### config.mk
export PLATFORM = sky130hd
export DESIGN_NAME = ssp_top
export DESIGN_NICKNAME = d
export VERILOG_FILES = /design/src/core/ssp_fifo.v /design/src/core/ssp_top.v
export VERILOG_INCLUDE_DIRS = /design/src /design/src/inc
export SDC_FILE = /design/constraint.sdc
export NUM_CORES = 1
export LEC_CHECK = 0
export ABC_AREA = 0
export BUFFER_PORTS_ARGS = -buffer_cell sky130_fd_sc_hd__buf_2
export CORE_MARGIN = 3
export CORE_UTILIZATION = 45
export DETAILED_ROUTE_END_ITERATION = 8
export SYNTH_ARGS = -nofsm -noshare
export SYNTH_HDL_FRONTEND = slang
export SYNTH_HIERARCHICAL = 1
export SYNTH_SLANG_ARGS = --single-unit
### constraint.sdc
create_clock -name clk -period 4.5 [get_ports clk]
set_input_delay 0.45 -clock clk [delete_from_list [all_inputs] [get_ports clk]]
set_output_delay 0.45 -clock clk [all_outputs]
set_load 0.02 [all_outputs]
### src/inc/ssp_consts.vh
`ifndef SSP_CONSTS_VH
`define SSP_CONSTS_VH

// register offsets
`define SSP_A_DATA    8'h00
`define SSP_A_CTRL    8'h04
`define SSP_A_BAUD    8'h08
`define SSP_A_STAT    8'h0c
`define SSP_A_MASK    8'h10
`define SSP_A_RXCF    8'h14

// control fields
`define SSP_C_SYNC    0
`define SSP_C_WL_HI   2
`define SSP_C_WL_LO   1
`define SSP_C_PEN     3
`define SSP_C_PODD    4
`define SSP_C_STOP2   5
`define SSP_C_MSB     6
`define SSP_C_HWFC    7
`define SSP_C_IRDA    8
`define SSP_C_RS485   9
`define SSP_C_TXEN    10
`define SSP_C_RXEN    11

// word length codes
`define SSP_WL_7      2'd0
`define SSP_WL_9      2'd2

// status fields
`define SSP_S_PERR    0
`define SSP_S_FERR    1
`define SSP_S_OVR     2
`define SSP_S_BRK     3
`define SSP_S_TXE     4
`define SSP_S_RXTH    5
`define SSP_S_RTO     6
`define SSP_S_TBUSY   8
`define SSP_S_RXNE    9
`define SSP_S_TXFULL  10

// rx config fields
`define SSP_R_THR_HI  3
`define SSP_R_TO_HI   15
`define SSP_R_TO_LO   8

// reset values
`define SSP_RST_CTRL  16'h0c02
`define SSP_RST_BAUD  16'h0009
`define SSP_RST_MASK  7'h00
`define SSP_RST_RXCF  16'h2004

// timing in divider ticks
`define SSP_OSR_ASYNC 5'd16
`define SSP_OSR_SYNC  5'd8
`define SSP_IR_PULSE  5'd3
`define SSP_IR_HOLD   5'd16

`define SSP_FIFO_DEPTH 4'd8

`endif

### src/core/ssp_fifo.v
`include "ssp_consts.vh"

module ssp_fifo (
    input  wire       clk,
    input  wire       resetn,
    input  wire       en,
    input  wire       push,
    input  wire [8:0] wdata,
    input  wire       pop,
    output reg  [8:0] head_q,
    output reg  [3:0] cnt_q
);
    reg  [8:0] mem [0:7];
    reg  [2:0] wp_q;
    reg  [2:0] rp_q;
    wire       do_wr = en & push & (cnt_q != `SSP_FIFO_DEPTH);
    wire       do_rd = en & pop & (cnt_q != 4'd0);
    wire [2:0] rp_n  = rp_q + {2'b00, do_rd};

    always @(posedge clk) begin
        if (do_wr)
            mem[wp_q] <= wdata;
    end

    // head is registered; bypass covers a write into a drained queue
    always @(posedge clk or negedge resetn) begin
        if (!resetn) begin
            wp_q   <= 3'd0;
            rp_q   <= 3'd0;
            cnt_q  <= 4'd0;
            head_q <= 9'h000;
        end else if (en) begin
            if (do_wr)
                wp_q <= wp_q + 3'd1;
            rp_q <= rp_n;
            if (do_wr && !do_rd)
                cnt_q <= cnt_q + 4'd1;
            else if (do_rd && !do_wr)
                cnt_q <= cnt_q - 4'd1;
            head_q <= (do_wr && wp_q == rp_n) ? wdata : mem[rp_n];
        end
    end
endmodule // ssp_fifo

### src/core/ssp_top.v
// Function
// async or clocked sync mode by config
// bit rate up to pclk/16 or pclk/8
// transmitter and receiver run independently
// seven, eight or nine data bits
// even, odd or no parity
// one or two stop bits sent
// lsb first or msb first order
// report parity, overrun and framing errors
// automatic rts/cts hardware flow control
// optional infrared sir encode and decode
// rs485 driver enable around transmissions
// eight-entry transmit and receive queues
// four interrupt sources; the code has seven, one per sticky status flag, each maskable
// status register with error and break flags
// receive idle time-out interrupt
// full queue drops new char, flags overrun
`include "ssp_consts.vh"

module ssp_top (
    input  wire        clk,
    input  wire        resetn,
    input  wire        ce,
    input  wire [7:0]  addr,
    input  wire [15:0] wdata,
    input  wire        wr,
    input  wire        rd,
    output reg  [15:0] rdata_q,
    output reg         irq_q,
    input  wire        rxd,
    input  wire        cts_n,
    output reg         txd_q,
    output reg         sck_q,
    output reg         rts_n_q,
    output reg         de_q
);
    function [3:0] ssp_nbits;
        input [1:0] wl;
        begin
            if (wl == `SSP_WL_7)
                ssp_nbits = 4'd7;
            else if (wl == `SSP_WL_9)
                ssp_nbits = 4'd9;
            else
                ssp_nbits = 4'd8;
        end
    endfunction

    // msb-first reversal within the active width; its own inverse
    function [8:0] ssp_order;
        input [8:0] d;
        input [3:0] n;
        input       msb;
        integer     i;
        begin
            ssp_order = 9'h000;
            for (i = 0; i < 9; i = i + 1) begin
                if (i < n)
                    ssp_order[i] = msb ? d[n - 1 - i] : d[i];
            end
        end
    endfunction

    function ssp_par;
        input [8:0] d;
        input [3:0] n;
        input       odd;
        integer     i;
        begin
            ssp_par = odd;
            for (i = 0; i < 9; i = i + 1) begin
                if (i < n)
                    ssp_par = ssp_par ^ d[i];
            end
        end
    endfunction

    reg  [15:0] ctrl_q;
    reg  [15:0] baud_q;
    reg  [6:0]  mask_q;
    reg  [15:0] rxcf_q;
    reg  [6:0]  stat_q;
    reg  [6:0]  set_d;
    reg  [15:0] div_q;

    wire       sync_m = ctrl_q[`SSP_C_SYNC];
    wire [3:0] nd     = ssp_nbits(ctrl_q[`SSP_C_WL_HI:`SSP_C_WL_LO]);
    wire       pen    = ctrl_q[`SSP_C_PEN];
    wire       podd   = ctrl_q[`SSP_C_PODD];
    wire       msb    = ctrl_q[`SSP_C_MSB];
    wire       hwfc   = ctrl_q[`SSP_C_HWFC];
    wire       irda   = ctrl_q[`SSP_C_IRDA];
    wire [3:0] thr    = rxcf_q[`SSP_R_THR_HI:0];
    wire [7:0] to_val = rxcf_q[`SSP_R_TO_HI:`SSP_R_TO_LO];

    // one divider paces both directions; div 0 gives the top rate
    wire       tick = (div_q == baud_q);
    wire [4:0] osr  = sync_m ? `SSP_OSR_SYNC : `SSP_OSR_ASYNC;
    wire [4:0] half = {1'b0, osr[4:1]};

    // register port decode
    wire wr_data = wr & (addr == `SSP_A_DATA);
    wire rd_data = rd & (addr == `SSP_A_DATA);
    wire rd_stat = rd & (addr == `SSP_A_STAT);

    // queues
    wire [8:0] tx_head;
    wire [3:0] tx_cnt;
    wire [8:0] rx_head;
    wire [3:0] rx_cnt;
    wire       tx_full  = (tx_cnt == `SSP_FIFO_DEPTH);
    wire       rx_full  = (rx_cnt == `SSP_FIFO_DEPTH);
    wire       tx_empty = (tx_cnt == 4'd0);
    wire       rx_empty = (rx_cnt == 4'd0);

    // transmitter
    reg        tx_busy_q;
    reg [12:0] tx_sh_q;
    reg [3:0]  tx_left_q;
    reg [4:0]  tx_ph_q;
    reg [12:0] tx_fr;
    reg [8:0]  tx_ord;
    integer    k;

    // a new char waits for cts; one already on the line finishes
    wire tx_go = ce & tick & ~tx_busy_q & ctrl_q[`SSP_C_TXEN] & ~tx_empty
               & (~hwfc | ~cts_n);
    wire [3:0] tx_tot = 4'd2 + nd + {3'd0, pen}
                      + {3'd0, ctrl_q[`SSP_C_STOP2]};

    always @* begin
        tx_ord = ssp_order(tx_head, nd, msb);
        tx_fr  = 13'h1fff;
        tx_fr[0] = 1'b0;
        for (k = 0; k < 9; k = k + 1) begin
            if (k < nd)
                tx_fr[k + 1] = tx_ord[k];
        end
        if (pen)
            tx_fr[nd + 1] = ssp_par(tx_head, nd, podd);
    end

    wire tx_bit_end = tick & tx_busy_q & (tx_ph_q == osr - 5'd1);

    always @(posedge clk or negedge resetn) begin
        if (!resetn) begin
            tx_busy_q <= 1'b0;
            tx_sh_q   <= 13'h1fff;
            tx_left_q <= 4'd0;
            tx_ph_q   <= 5'd0;
        end else if (ce) begin
            if (tx_go) begin
                tx_busy_q <= 1'b1;
                tx_sh_q   <= tx_fr;
                tx_left_q <= tx_tot;
                tx_ph_q   <= 5'd0;
            end else if (tx_bit_end) begin
                tx_ph_q   <= 5'd0;
                tx_sh_q   <= {1'b1, tx_sh_q[12:1]};
                tx_left_q <= tx_left_q - 4'd1;
                if (tx_left_q == 4'd1)
                    tx_busy_q <= 1'b0;
            end else if (tick && tx_busy_q) begin
                tx_ph_q <= tx_ph_q + 5'd1;
            end
        end
    end

    // receiver line: sir pulse stretched over one bit time
    reg  [4:0] ir_q;
    wire       line = irda ? (ir_q == 5'd0) : rxd;

    reg        rx_busy_q;
    reg [4:0]  rx_ph_q;
    reg [3:0]  rx_n_q;
    reg [12:0] rx_sh_q;
    reg [8:0]  rx_raw;
    reg [8:0]  rx_dat;
    reg        rx_pbit;
    // own loop index: a shared one would wake the tx block forever
    integer    j;

    wire [3:0] rx_tot  = 4'd2 + nd + {3'd0, pen};
    wire       rx_smp  = ce & tick & rx_busy_q & (rx_ph_q == half);
    wire       rx_done = rx_smp & (rx_n_q == rx_tot - 4'd1);
    wire       rx_push = rx_done & ~rx_full;

    always @* begin
        rx_raw = 9'h000;
        for (j = 0; j < 9; j = j + 1) begin
            if (j < nd)
                rx_raw[j] = rx_sh_q[j + 1];
        end
        rx_pbit = rx_sh_q[nd + 1];
        rx_dat  = ssp_order(rx_raw, nd, msb);
    end

    wire rx_perr = pen & (rx_pbit != ssp_par(rx_dat, nd, podd));
    wire rx_brk  = ~line & (rx_raw == 9'h000) & ~(pen & rx_pbit);

    always @(posedge clk or negedge resetn) begin
        if (!resetn) begin
            ir_q      <= 5'd0;
            rx_busy_q <= 1'b0;
            rx_ph_q   <= 5'd0;
            rx_n_q    <= 4'd0;
            rx_sh_q   <= 13'h0000;
        end else if (ce) begin
            if (rxd)
                ir_q <= `SSP_IR_HOLD;
            else if (tick && ir_q != 5'd0)
                ir_q <= ir_q - 5'd1;
            if (!rx_busy_q) begin
                if (tick && ctrl_q[`SSP_C_RXEN] && !line) begin
                    rx_busy_q <= 1'b1;
                    rx_ph_q   <= 5'd0;
                    rx_n_q    <= 4'd0;
                end
            end else if (tick) begin
                rx_ph_q <= (rx_ph_q == osr - 5'd1) ? 5'd0
                         : rx_ph_q + 5'd1;
                if (rx_smp) begin
                    rx_sh_q[rx_n_q] <= line;
                    rx_n_q <= rx_n_q + 4'd1;
                    // a start bit gone high by mid-bit is a glitch
                    if ((rx_n_q == 4'd0 && line) || rx_done)
                        rx_busy_q <= 1'b0;
                end
            end
        end
    end

    // idle time-out counts ticks in sixteenths of a bit unit
    reg  [11:0] to_q;
    wire [11:0] to_lim = {to_val, 4'h0};
    wire        to_hit = (to_val != 8'h00) & (to_q == to_lim - 12'd1);

    always @(posedge clk or negedge resetn) begin
        if (!resetn)
            to_q <= 12'd0;
        else if (ce) begin
            if (rx_empty || rx_busy_q || rd_data)
                to_q <= 12'd0;
            else if (tick && to_q != to_lim)
                to_q <= to_q + 12'd1;
        end
    end

    // sticky events
    always @* begin
        set_d = 7'h00;
        set_d[`SSP_S_PERR] = rx_done & rx_perr;
        set_d[`SSP_S_FERR] = rx_done & ~line & ~rx_brk;
        set_d[`SSP_S_OVR]  = rx_done & rx_full;
        set_d[`SSP_S_BRK]  = rx_done & rx_brk;
        set_d[`SSP_S_TXE]  = tx_go & (tx_cnt == 4'd1);
        set_d[`SSP_S_RXTH] = rx_push & (rx_cnt == thr - 4'd1);
        set_d[`SSP_S_RTO]  = ce & tick & to_hit & ~rx_empty
                           & ~rx_busy_q;
    end

    // register file
    always @(posedge clk or negedge resetn) begin
        if (!resetn) begin
            ctrl_q  <= `SSP_RST_CTRL;
            baud_q  <= `SSP_RST_BAUD;
            mask_q  <= `SSP_RST_MASK;
            rxcf_q  <= `SSP_RST_RXCF;
            stat_q  <= 7'h00;
            rdata_q <= 16'h0000;
            irq_q   <= 1'b0;
            div_q   <= 16'h0000;
        end else if (ce) begin
            div_q <= tick ? 16'h0000 : div_q + 16'h0001;
            if (wr) begin
                case (addr)
                    `SSP_A_CTRL: ctrl_q <= wdata;
                    `SSP_A_BAUD: begin
                        baud_q <= wdata;
                        div_q  <= 16'h0000;
                    end
                    `SSP_A_MASK: mask_q <= wdata[6:0];
                    `SSP_A_RXCF: rxcf_q <= wdata;
                    default: ;
                endcase
            end
            // a set arriving with the clearing read survives
            stat_q <= (rd_stat ? 7'h00 : stat_q) | set_d;
            rdata_q <= 16'h0000;
            if (rd) begin
                case (addr)
                    `SSP_A_DATA: rdata_q <= {7'h00, rx_head};
                    `SSP_A_CTRL: rdata_q <= ctrl_q;
                    `SSP_A_BAUD: rdata_q <= baud_q;
                    `SSP_A_STAT: rdata_q <= {5'h00, tx_full, ~rx_empty,
                                             tx_busy_q, 1'b0,
                                             stat_q};
                    `SSP_A_MASK: rdata_q <= {9'h000, mask_q};
                    `SSP_A_RXCF: rdata_q <= rxcf_q;
                    default:     rdata_q <= 16'h0000;
                endcase
            end
            irq_q <= |(stat_q & mask_q);
        end
    end

    // line outputs
    always @(posedge clk or negedge resetn) begin
        if (!resetn) begin
            txd_q   <= 1'b1;
            sck_q   <= 1'b0;
            rts_n_q <= 1'b0;
            de_q    <= 1'b0;
        end else if (ce) begin
            if (irda)
                txd_q <= tx_busy_q & ~tx_sh_q[0]
                       & (tx_ph_q < `SSP_IR_PULSE);
            else
                txd_q <= tx_busy_q ? tx_sh_q[0] : 1'b1;
            // clock rises mid-bit so the far end samples there
            sck_q <= sync_m & tx_busy_q & (tx_ph_q >= half);
            // drop rts one slot early: a char may already be inbound
            rts_n_q <= hwfc & (rx_cnt >= `SSP_FIFO_DEPTH - 4'd1);
            de_q <= ctrl_q[`SSP_C_RS485] & (tx_busy_q | tx_go);
        end
    end

    ssp_fifo u_txq (
        .clk    (clk),
        .resetn (resetn),
        .en     (ce),
        .push   (wr_data & ~tx_full),
        .wdata  (wdata[8:0]),
        .pop    (tx_go),
        .head_q (tx_head),
        .cnt_q  (tx_cnt)
    );

    ssp_fifo u_rxq (
        .clk    (clk),
        .resetn (resetn),
        .en     (ce),
        .push   (rx_push),
        .wdata  (rx_dat),
        .pop    (rd_data),
        .head_q (rx_head),
        .cnt_q  (rx_cnt)
    );
endmodule // ssp_top

Word level (Yosys, flattened, before mapping)
Memory sizes are Yosys's and may differ from the RTL's. A register that Yosys moved wholly into a read port is not among the register bits.
Cells that the tools add are included.
Widths: inputs -> output; s select.
- register bits after elaboration: 182
- latch bits: 0
- memory bits (writable): 144
- bits in read-only memories: 0
- input port bits: 31
- word-level logic and storage cells: 410
- memories kept: 2
- memory list (name ; words ; bits a word ; rd ports ; clocked after memory_dff ; wr ports ; line ; RTL):
    u_rxq.mem ; 8 ; 9 ; 1 ; 1 ; 1 ; ssp_fifo.v:13 ; reg [8:0] mem [0:7];
    u_txq.mem ; 8 ; 9 ; 1 ; 1 ; 1 ; ssp_fifo.v:13 ;
- $add $sub $neg: 32
- multiply operators: 0
- divide/modulo/power cells: 0
- order comparisons: 25
- eq/ne operators: 23
- shift-type cells: 0
- multiplexer cells: 164
- bitwise logic cells: 78
- reductions and logical operators: 58
- operators with widths (kind ; count):
    $lt 32x5->1 const B ; 9
    $sub 32x3->32 const B ; 4
    $mux 1 ; 109
    $pmux 16 s6 ; 1
    $bmux 1 s4 ; 19
    $mux 16 ; 4
    $sub 32x2->32 const B ; 2
    $mux 5 ; 10
    $and 1x1->1 ; 44
    $mux 4 ; 11
    $mux 13 ; 3
    $ge 32x1->1 const B ; 1
    $sub 32x1->32 const B ; 1
    $bwmux 13 ; 2
    $mux 12 ; 2
    $sub 4x1->4 const B ; 5
    $reduce_and 3->1 ; 6
    $xor 1x1->1 ; 18
    $add 16x1->16 const B ; 1
    $eq 16x16->1 ; 1
    $eq 8x4->1 const B ; 2
    $eq 8x5->1 const B ; 2
    $lt 3x4->1 const A ; 4
    $reduce_and 2->1 ; 8
    other kinds (55) ; 111

Depth between registers and ports, before layout
- depth in word-level cells: 33
- depth in mapped cells: 19
- mapped depth without buffers: 16

Modules after synthesis
The synthesis kept the hierarchy.
- modules (own cells, without submodules) (module ; times used ; cells an instance ; area an instance (um^2)):
    ssp_top ; 1 ; 907 ; 9303.9
    ssp_fifo ; 2 ; 215 ; 3883.7

Worst setup path before layout
No wires, ideal clock.
- kind: reg-to-reg
- start point: register ctrl_q[1]
- end point: memory u_rxq.mem[4][0], enable pin
- setup time: 0.389 ns
- arrival time: 2.961 ns
- data required time: 4.111 ns
- slack: 1.150 ns
- stages on the path, launching flop included: 14
- cells stage by stage: dfstp_2 -> buf_2 -> inv_1 -> buf_2 -> ha_1 -> xor2_1 -> and3_1 -> nand2_1 -> nor2_1 -> nand2_1 -> a21o_1 -> inv_2 -> nand2b_1 -> nor3b_1
- longest elaborated chain between the ends: 13
- elaborated cells on any way between the ends: 14
- classes of those cells: add/sub (3); eq/ne (2); mux (4); bitwise (4); reduce/logical (1)
- ends and longest elaborated chain (item ; line ; RTL):
    start: declaration ; ssp_top.v:78 ; reg [15:0] ctrl_q;
    start signal: assignment ; ssp_top.v:265 ; ctrl_q <= `SSP_RST_CTRL;
    start signal: assignment ; ssp_top.v:277 ; `SSP_A_CTRL: ctrl_q <= wdata;
    $eq 2x2->1 (no line) ; n/a ;
    $mux 1 ; ssp_top.v:42 ; else if (wl == `SSP_WL_9)
    $mux 4 * ; ssp_top.v:40 ; if (wl == `SSP_WL_7)
    $add 2x4->4 * ; ssp_top.v:183 ; wire [3:0] rx_tot = 4'd2 + nd + {3'd0, pen};
    $add 4x1->4 * ; ssp_top.v:183 ;
    $sub 4x1->4 * ; ssp_top.v:185 ; wire rx_done = rx_smp & (rx_n_q == rx_tot - 4'd1);
    $eq 4x4->1 * ; ssp_top.v:185 ;
    $and 1x1->1 * ; ssp_top.v:185 ;
    $and 1x1->1 * ; ssp_top.v:186 ; wire rx_push = rx_done & ~rx_full;
    via rx_push ; ssp_top.v:186 ;
    $and 1x1->1 * (2 in a row) ; ssp_fifo.v:16 ; wire do_wr = en & push & (cnt_q != `SSP_FIFO_DEPTH);
    $mux 1 * ; ssp_fifo.v:21 ; if (do_wr)
    $mux 1 (not written as such) * ; ssp_fifo.v:22 ; mem[wp_q] <= wdata;
    end: declaration ; ssp_fifo.v:13 ;
Mark *: on every way through the listed nets, which the timed path passes. The rest lies on a longest branch.

Worst setup path in the final report
- start point: register ctrl_q[0]
- end point: register u_rxq.cnt_q[3]
- longest elaborated chain between the ends: 11
- elaborated cells on any way between the ends: 13
- classes of those cells: eq/ne (1); mux (2); bitwise (5); reduce/logical (5)
- ends and longest elaborated chain (item ; line ; RTL):
    $mux 5 (no line) * ; n/a ;
    $eq 5x4->1 * ; ssp_top.v:184 ; wire rx_smp = ce & tick & rx_busy_q & (rx_ph_q == half);
    $and 1x1->1 * ; ssp_top.v:184 ;
    $and 1x1->1 * ; ssp_top.v:185 ;
    $and 1x1->1 * ; ssp_top.v:186 ;
    via rx_push ; ssp_top.v:186 ;
    $and 1x1->1 * (2 in a row) ; ssp_fifo.v:16 ;
    $logic_not 1->1 ; ssp_fifo.v:38 ; else if (do_rd && !do_wr)
    $logic_and 1x1->1 ; ssp_fifo.v:38 ;
    $reduce_bool 2->1 (no line) ; n/a ;
    $reduce_and 2->1 (no line) ; n/a ;
    end signal: assignment ; ssp_fifo.v:37 ; cnt_q <= cnt_q + 4'd1;
    end signal: assignment ; ssp_fifo.v:39 ; cnt_q <= cnt_q - 4'd1;
    end: declaration ; ssp_fifo.v:11 ; output reg [3:0] cnt_q
Marks and branches as above.
A chain may end at the register's enable or synchronous reset.

==> summary.txt <==
Layout
  • Antenna cell count: 0
  • Layout cells sized above 1: 19.31%
  • Final design area excluding fillers: 19,250 um2
  • Layout Nets: 1,477
  • Synth-to-Final Area Change: 12.74%
  • Final Instance Count excl. Fillers: 1,944

GRT
  • Vias in the first global route: 11,269
  • Antenna violations before repair: 1
  • Gr ovfl total: 0
  • First-pass GRT wire length: 66,250 um
  • GRT Util Overall: 20.98%
  • Largest net degree at the start of global routing: 91

Power and ir drop
  • Pwr Density: 366.2 nW/um2
  • Clock power frac: 46.1%
  • VDD IR max: 0.0002993 V
  • Switching pwr: 1.616 mW
  • Switching part of the total power: 22.92%
  • Cell Int Power: 5.433 mW
  • Pwr Total: 7.049 mW
  • Register share of total power: 48.2%
  • LEAKAGE: 7.854 nW
  • Combinational share of power: 5.7%

Critical path
  • Worst setup SP type: flop
  • Crit end category: flop
  • Crit path launch: ctrl_q[0]$_DFFE_PN0P_
  • CP max FO: 11
  • Worst Path Arrival: 4230 ps
  • Worst R2R Start: ctrl_q[0]$_DFFE_PN0P_
  • Crit path kind: flop to flop
  • Critical Path RT: 4970 ps

CTS
  • CTS Buf Count: 39
  • Worst-path clk slew: 60 ps
  • CTS tree: built
  • Clk_lat worst skew: 570 ps
  • CTS sink cnt: 341
  • Maximum clock path buffer count: 3
  • # H-tree levels: 2
  • Clock Tree Root: clkbuf_16
  • PostCTS Resize Cnt: 0

Logic synthesis
  • Largest area contributor in the netlist: dfrtp_1
  • Mapped Avg Cell Area: 12.77 um2
  • Post-synth EDFFs: 144
  • Top cells by area, synth: dfrtp_1, edfxtp_1, mux4_1
  • Syn nets: 1,405
  • #FFs+latches synth: 341
  • Mapped cell area: 17,070 um2
  • Syn. warnings: 6
  • Post-synth cell types: 82
  • Share of the synthesized area in the top cell type: 25.80%
  • Gate Count Post-Synth: 1,337
  • Top FF cell, synth: dfrtp_1
  • Asr flop ratio synth: 57.77%
  • Register area share after synthesis: 54.36%

Floorplanning
  • Die Area: 40,310 um2
  • # IOs: 52
  • Initial core utilization: 46.19%
  • Die X-Extent: 200.8 um
  • Die H: 200.8 um
  • CORE AREA: 36,960 um2
  • # rows: 70

STA
  • Final Hold Viols: 0
  • Final worst path period share: 83.51%
  • Fin. max-slew vios: 0
  • Worst Skew: 25.58 ps
  • Finish-stage setup viols: 0
  • Worst hold slack: 152.9 ps
  • Fin crit period: 3758 ps
  • Relative slew slack: 22.38%
  • Fmax: 266.1 MHz
  • RSZ-0062 raised after global routing: false
  • Least-Margin Pin Slew: 1152 ps
  • Setup TNS: 0 ps

Routing
  • Pre-antenna DRT Iters: 7
  • Routed WL: 41,960 um
  • Starting DRT DRC Count: 827
  • Via Count: 11,145
  • DR WL/cell: 21.58 um
  • Routed Antenna Nets: 0
  • Vias per inst: 5.733
  • Remaining DRCs: 0

Hold path
  • HP Class: primary input to flop
  • Critical hold path startpoint: wdata[15]

Place
  • GP Congestion: 0.8354
  • DP Area: 17,910 um2
  • Port Buffers: 51
  • DP Cell Count: 1,871
  • Hpwl dp: 28,670 um

Status
  • Outcome: finished clean

Job
  • # Max-Cap Violations: 0
[worst max-delay path, stage by stage, from the launching register on]
cell,delay [ps]
dfrtp_1,480
nand2b_1,190
o21ai_1,140
and4b_1,390
and4_1,490
nand2_1,160
nor2_1,160
nand2_1,90
a21o_1,210
inv_2,100
ha_1,170
inv_1,90
ha_1,280
a21o_1,160
a21oi_1,170
mux2i_1,230
xnor2_1,130
[flip-flops by register name (all words and copies together), names as in the netlist, 5 cells and up]
| register | cells |
|---|---|
| baud_q | 16 |
| ctrl_q | 16 |
| div_q | 16 |
| ir_q | 5 |
| mask_q | 7 |
| rdata_q | 16 |
| rx_ph_q | 5 |
| rx_sh_q | 10 |
| rxcf_q | 16 |
| stat_q | 7 |
| to_q | 12 |
| tx_ph_q | 5 |
| tx_sh_q | 13 |
| u_rxq/head_q | 9 |
| u_rxq/mem | 72 |
| u_txq/head_q | 9 |
| u_txq/mem | 72 |
[cells in the final DEF, fill, tap and decap left out, types with 9 or more instances in the layout]
cell / n
a21o_1: 12
mux2i_1: 43
nor2_1: 64
clkbuf_8: 9
o221ai_1: 18
dfstp_2: 21
xnor2_1: 73
mux2_2: 70
o2bb2ai_1: 16
mux4_1: 32
clkbuf_1: 12
o21ai_0: 48
xor2_1: 19
o211ai_1: 12
buf_2: 50
nor3_1: 27
ha_1: 34
a22o_1: 17
nand3_1: 35
buf_4: 45
or3_1: 11
nand2_1: 92
inv_1: 60
edfxtp_1: 144
nand2b_1: 32
nor2b_1: 10
a21oi_1: 36
nor3b_1: 9
dfrtp_1: 176
clkbuf_16: 42
nand4_1: 25
[cell type report]
type | instances | area [um2]
Fill cell | 3207 | 17710
Sequential cell | 341 | 9280
Multi-Input combinational cell | 865 | 7126
Clock buffer | 62 | 1206
Timing Repair Buffer | 98 | 631.9
Tap cell | 504 | 630.6
Inverter | 64 | 250.2
Clock inverter | 10 | 121.4
[layer usage]
layer / up-vias / GRT usage, % / wire length, um / share of wire [%]
li1: 5152 / - / - / -
met1: 5665 / 29.26 / 19110 / 46
met2: 263 / 33.99 / 19810 / 47
met3: 65 / 3.194 / 1892 / 4.5
met4: 0 / 6.851 / 1138 / 2.7
met5: - / 0 / 0 / 0
[logic make-up (layout without fill, tap and decap cells)]
| kind of cell | count (synthesis) | count (layout) | share of synthesized area [%] |
|---|---|---|---|
| xor gates and xnor gates | 96 | 96 | 5.255 |
| buffers and inverters | 131 | 234 | 3.899 |
| muxes | 157 | 157 | 13.32 |
| AOI/OAI and AO/OA | 219 | 219 | 9.125 |
| and+or+nand+nor | 356 | 356 | 11.20 |
| adders and majority gates | 37 | 37 | 2.844 |
| DFF | 341 | 341 | 54.36 |
[power by group through the flow]
stage	clock network [mW]	registers (mW)	logic (mW)
2_1_floorplan	0	3.41	0.265
3_3_place_gp	0	3.45	0.399
3_5_place_dp	0	3.45	0.406
4_1_cts	3.33	3.39	0.409
5_1_grt	3.47	3.40	0.452
6_report	3.25	3.39	0.404
[final timing paths]
kind	end	cells after the start	slack, ps
setup reg to reg	u_rxq/cnt_q[3]$_DFFE_PN0P_	16	740
min in group asynchronous	to_q[1]$_DFFE_PN0P_	2	520
hold / removal	ctrl_q[15]$_DFFE_PN0P_	2	150
hold reg to reg	tx_sh_q[2]$_DFFE_PN1P_	2	460
setup / recovery	u_rxq/cnt_q[3]$_DFFE_PN0P_	16	740
max in group asynchronous	rxcf_q[13]$_DFFE_PN1P_	3	3030
[per-stage QoR]
step                setup slack, ps  utilization, %
finish                        741.9           52.07
global route                  406.9           52.07
CTS                           774.2           52.07
detailed placement            818.9           48.45
global placement              885.7           48.45
floorplan                      1150               -
[cell usage after synthesis, drive strengths merged, types with 7 or more instances]
cell and instances:
xnor2 73, a22o 17, mux2 75, dfstp 21, buf 42, nor3b 9
nor4 7, mux2i 43, and3 7, ha 34, o2bb2ai 16, edfxtp 144
a21oi 36, xor2 19, nand4 25, mux4 39, or3 12, dfrtp 176
nand2b 32, nor3 31, o211ai 12, nor2 67, clkbuf 25, o21ai 52
inv 62, nor2b 10, a222oi 7, o221ai 18, nand2 92, a21o 12
nand3 37
[repair_timing]
item                                   CTS  global route
setup buffers                            0             0
endpoints found under the hold margin   12             0
hold buffers                             1             0
No activity file was read; power rests on OpenSTA's default activity.
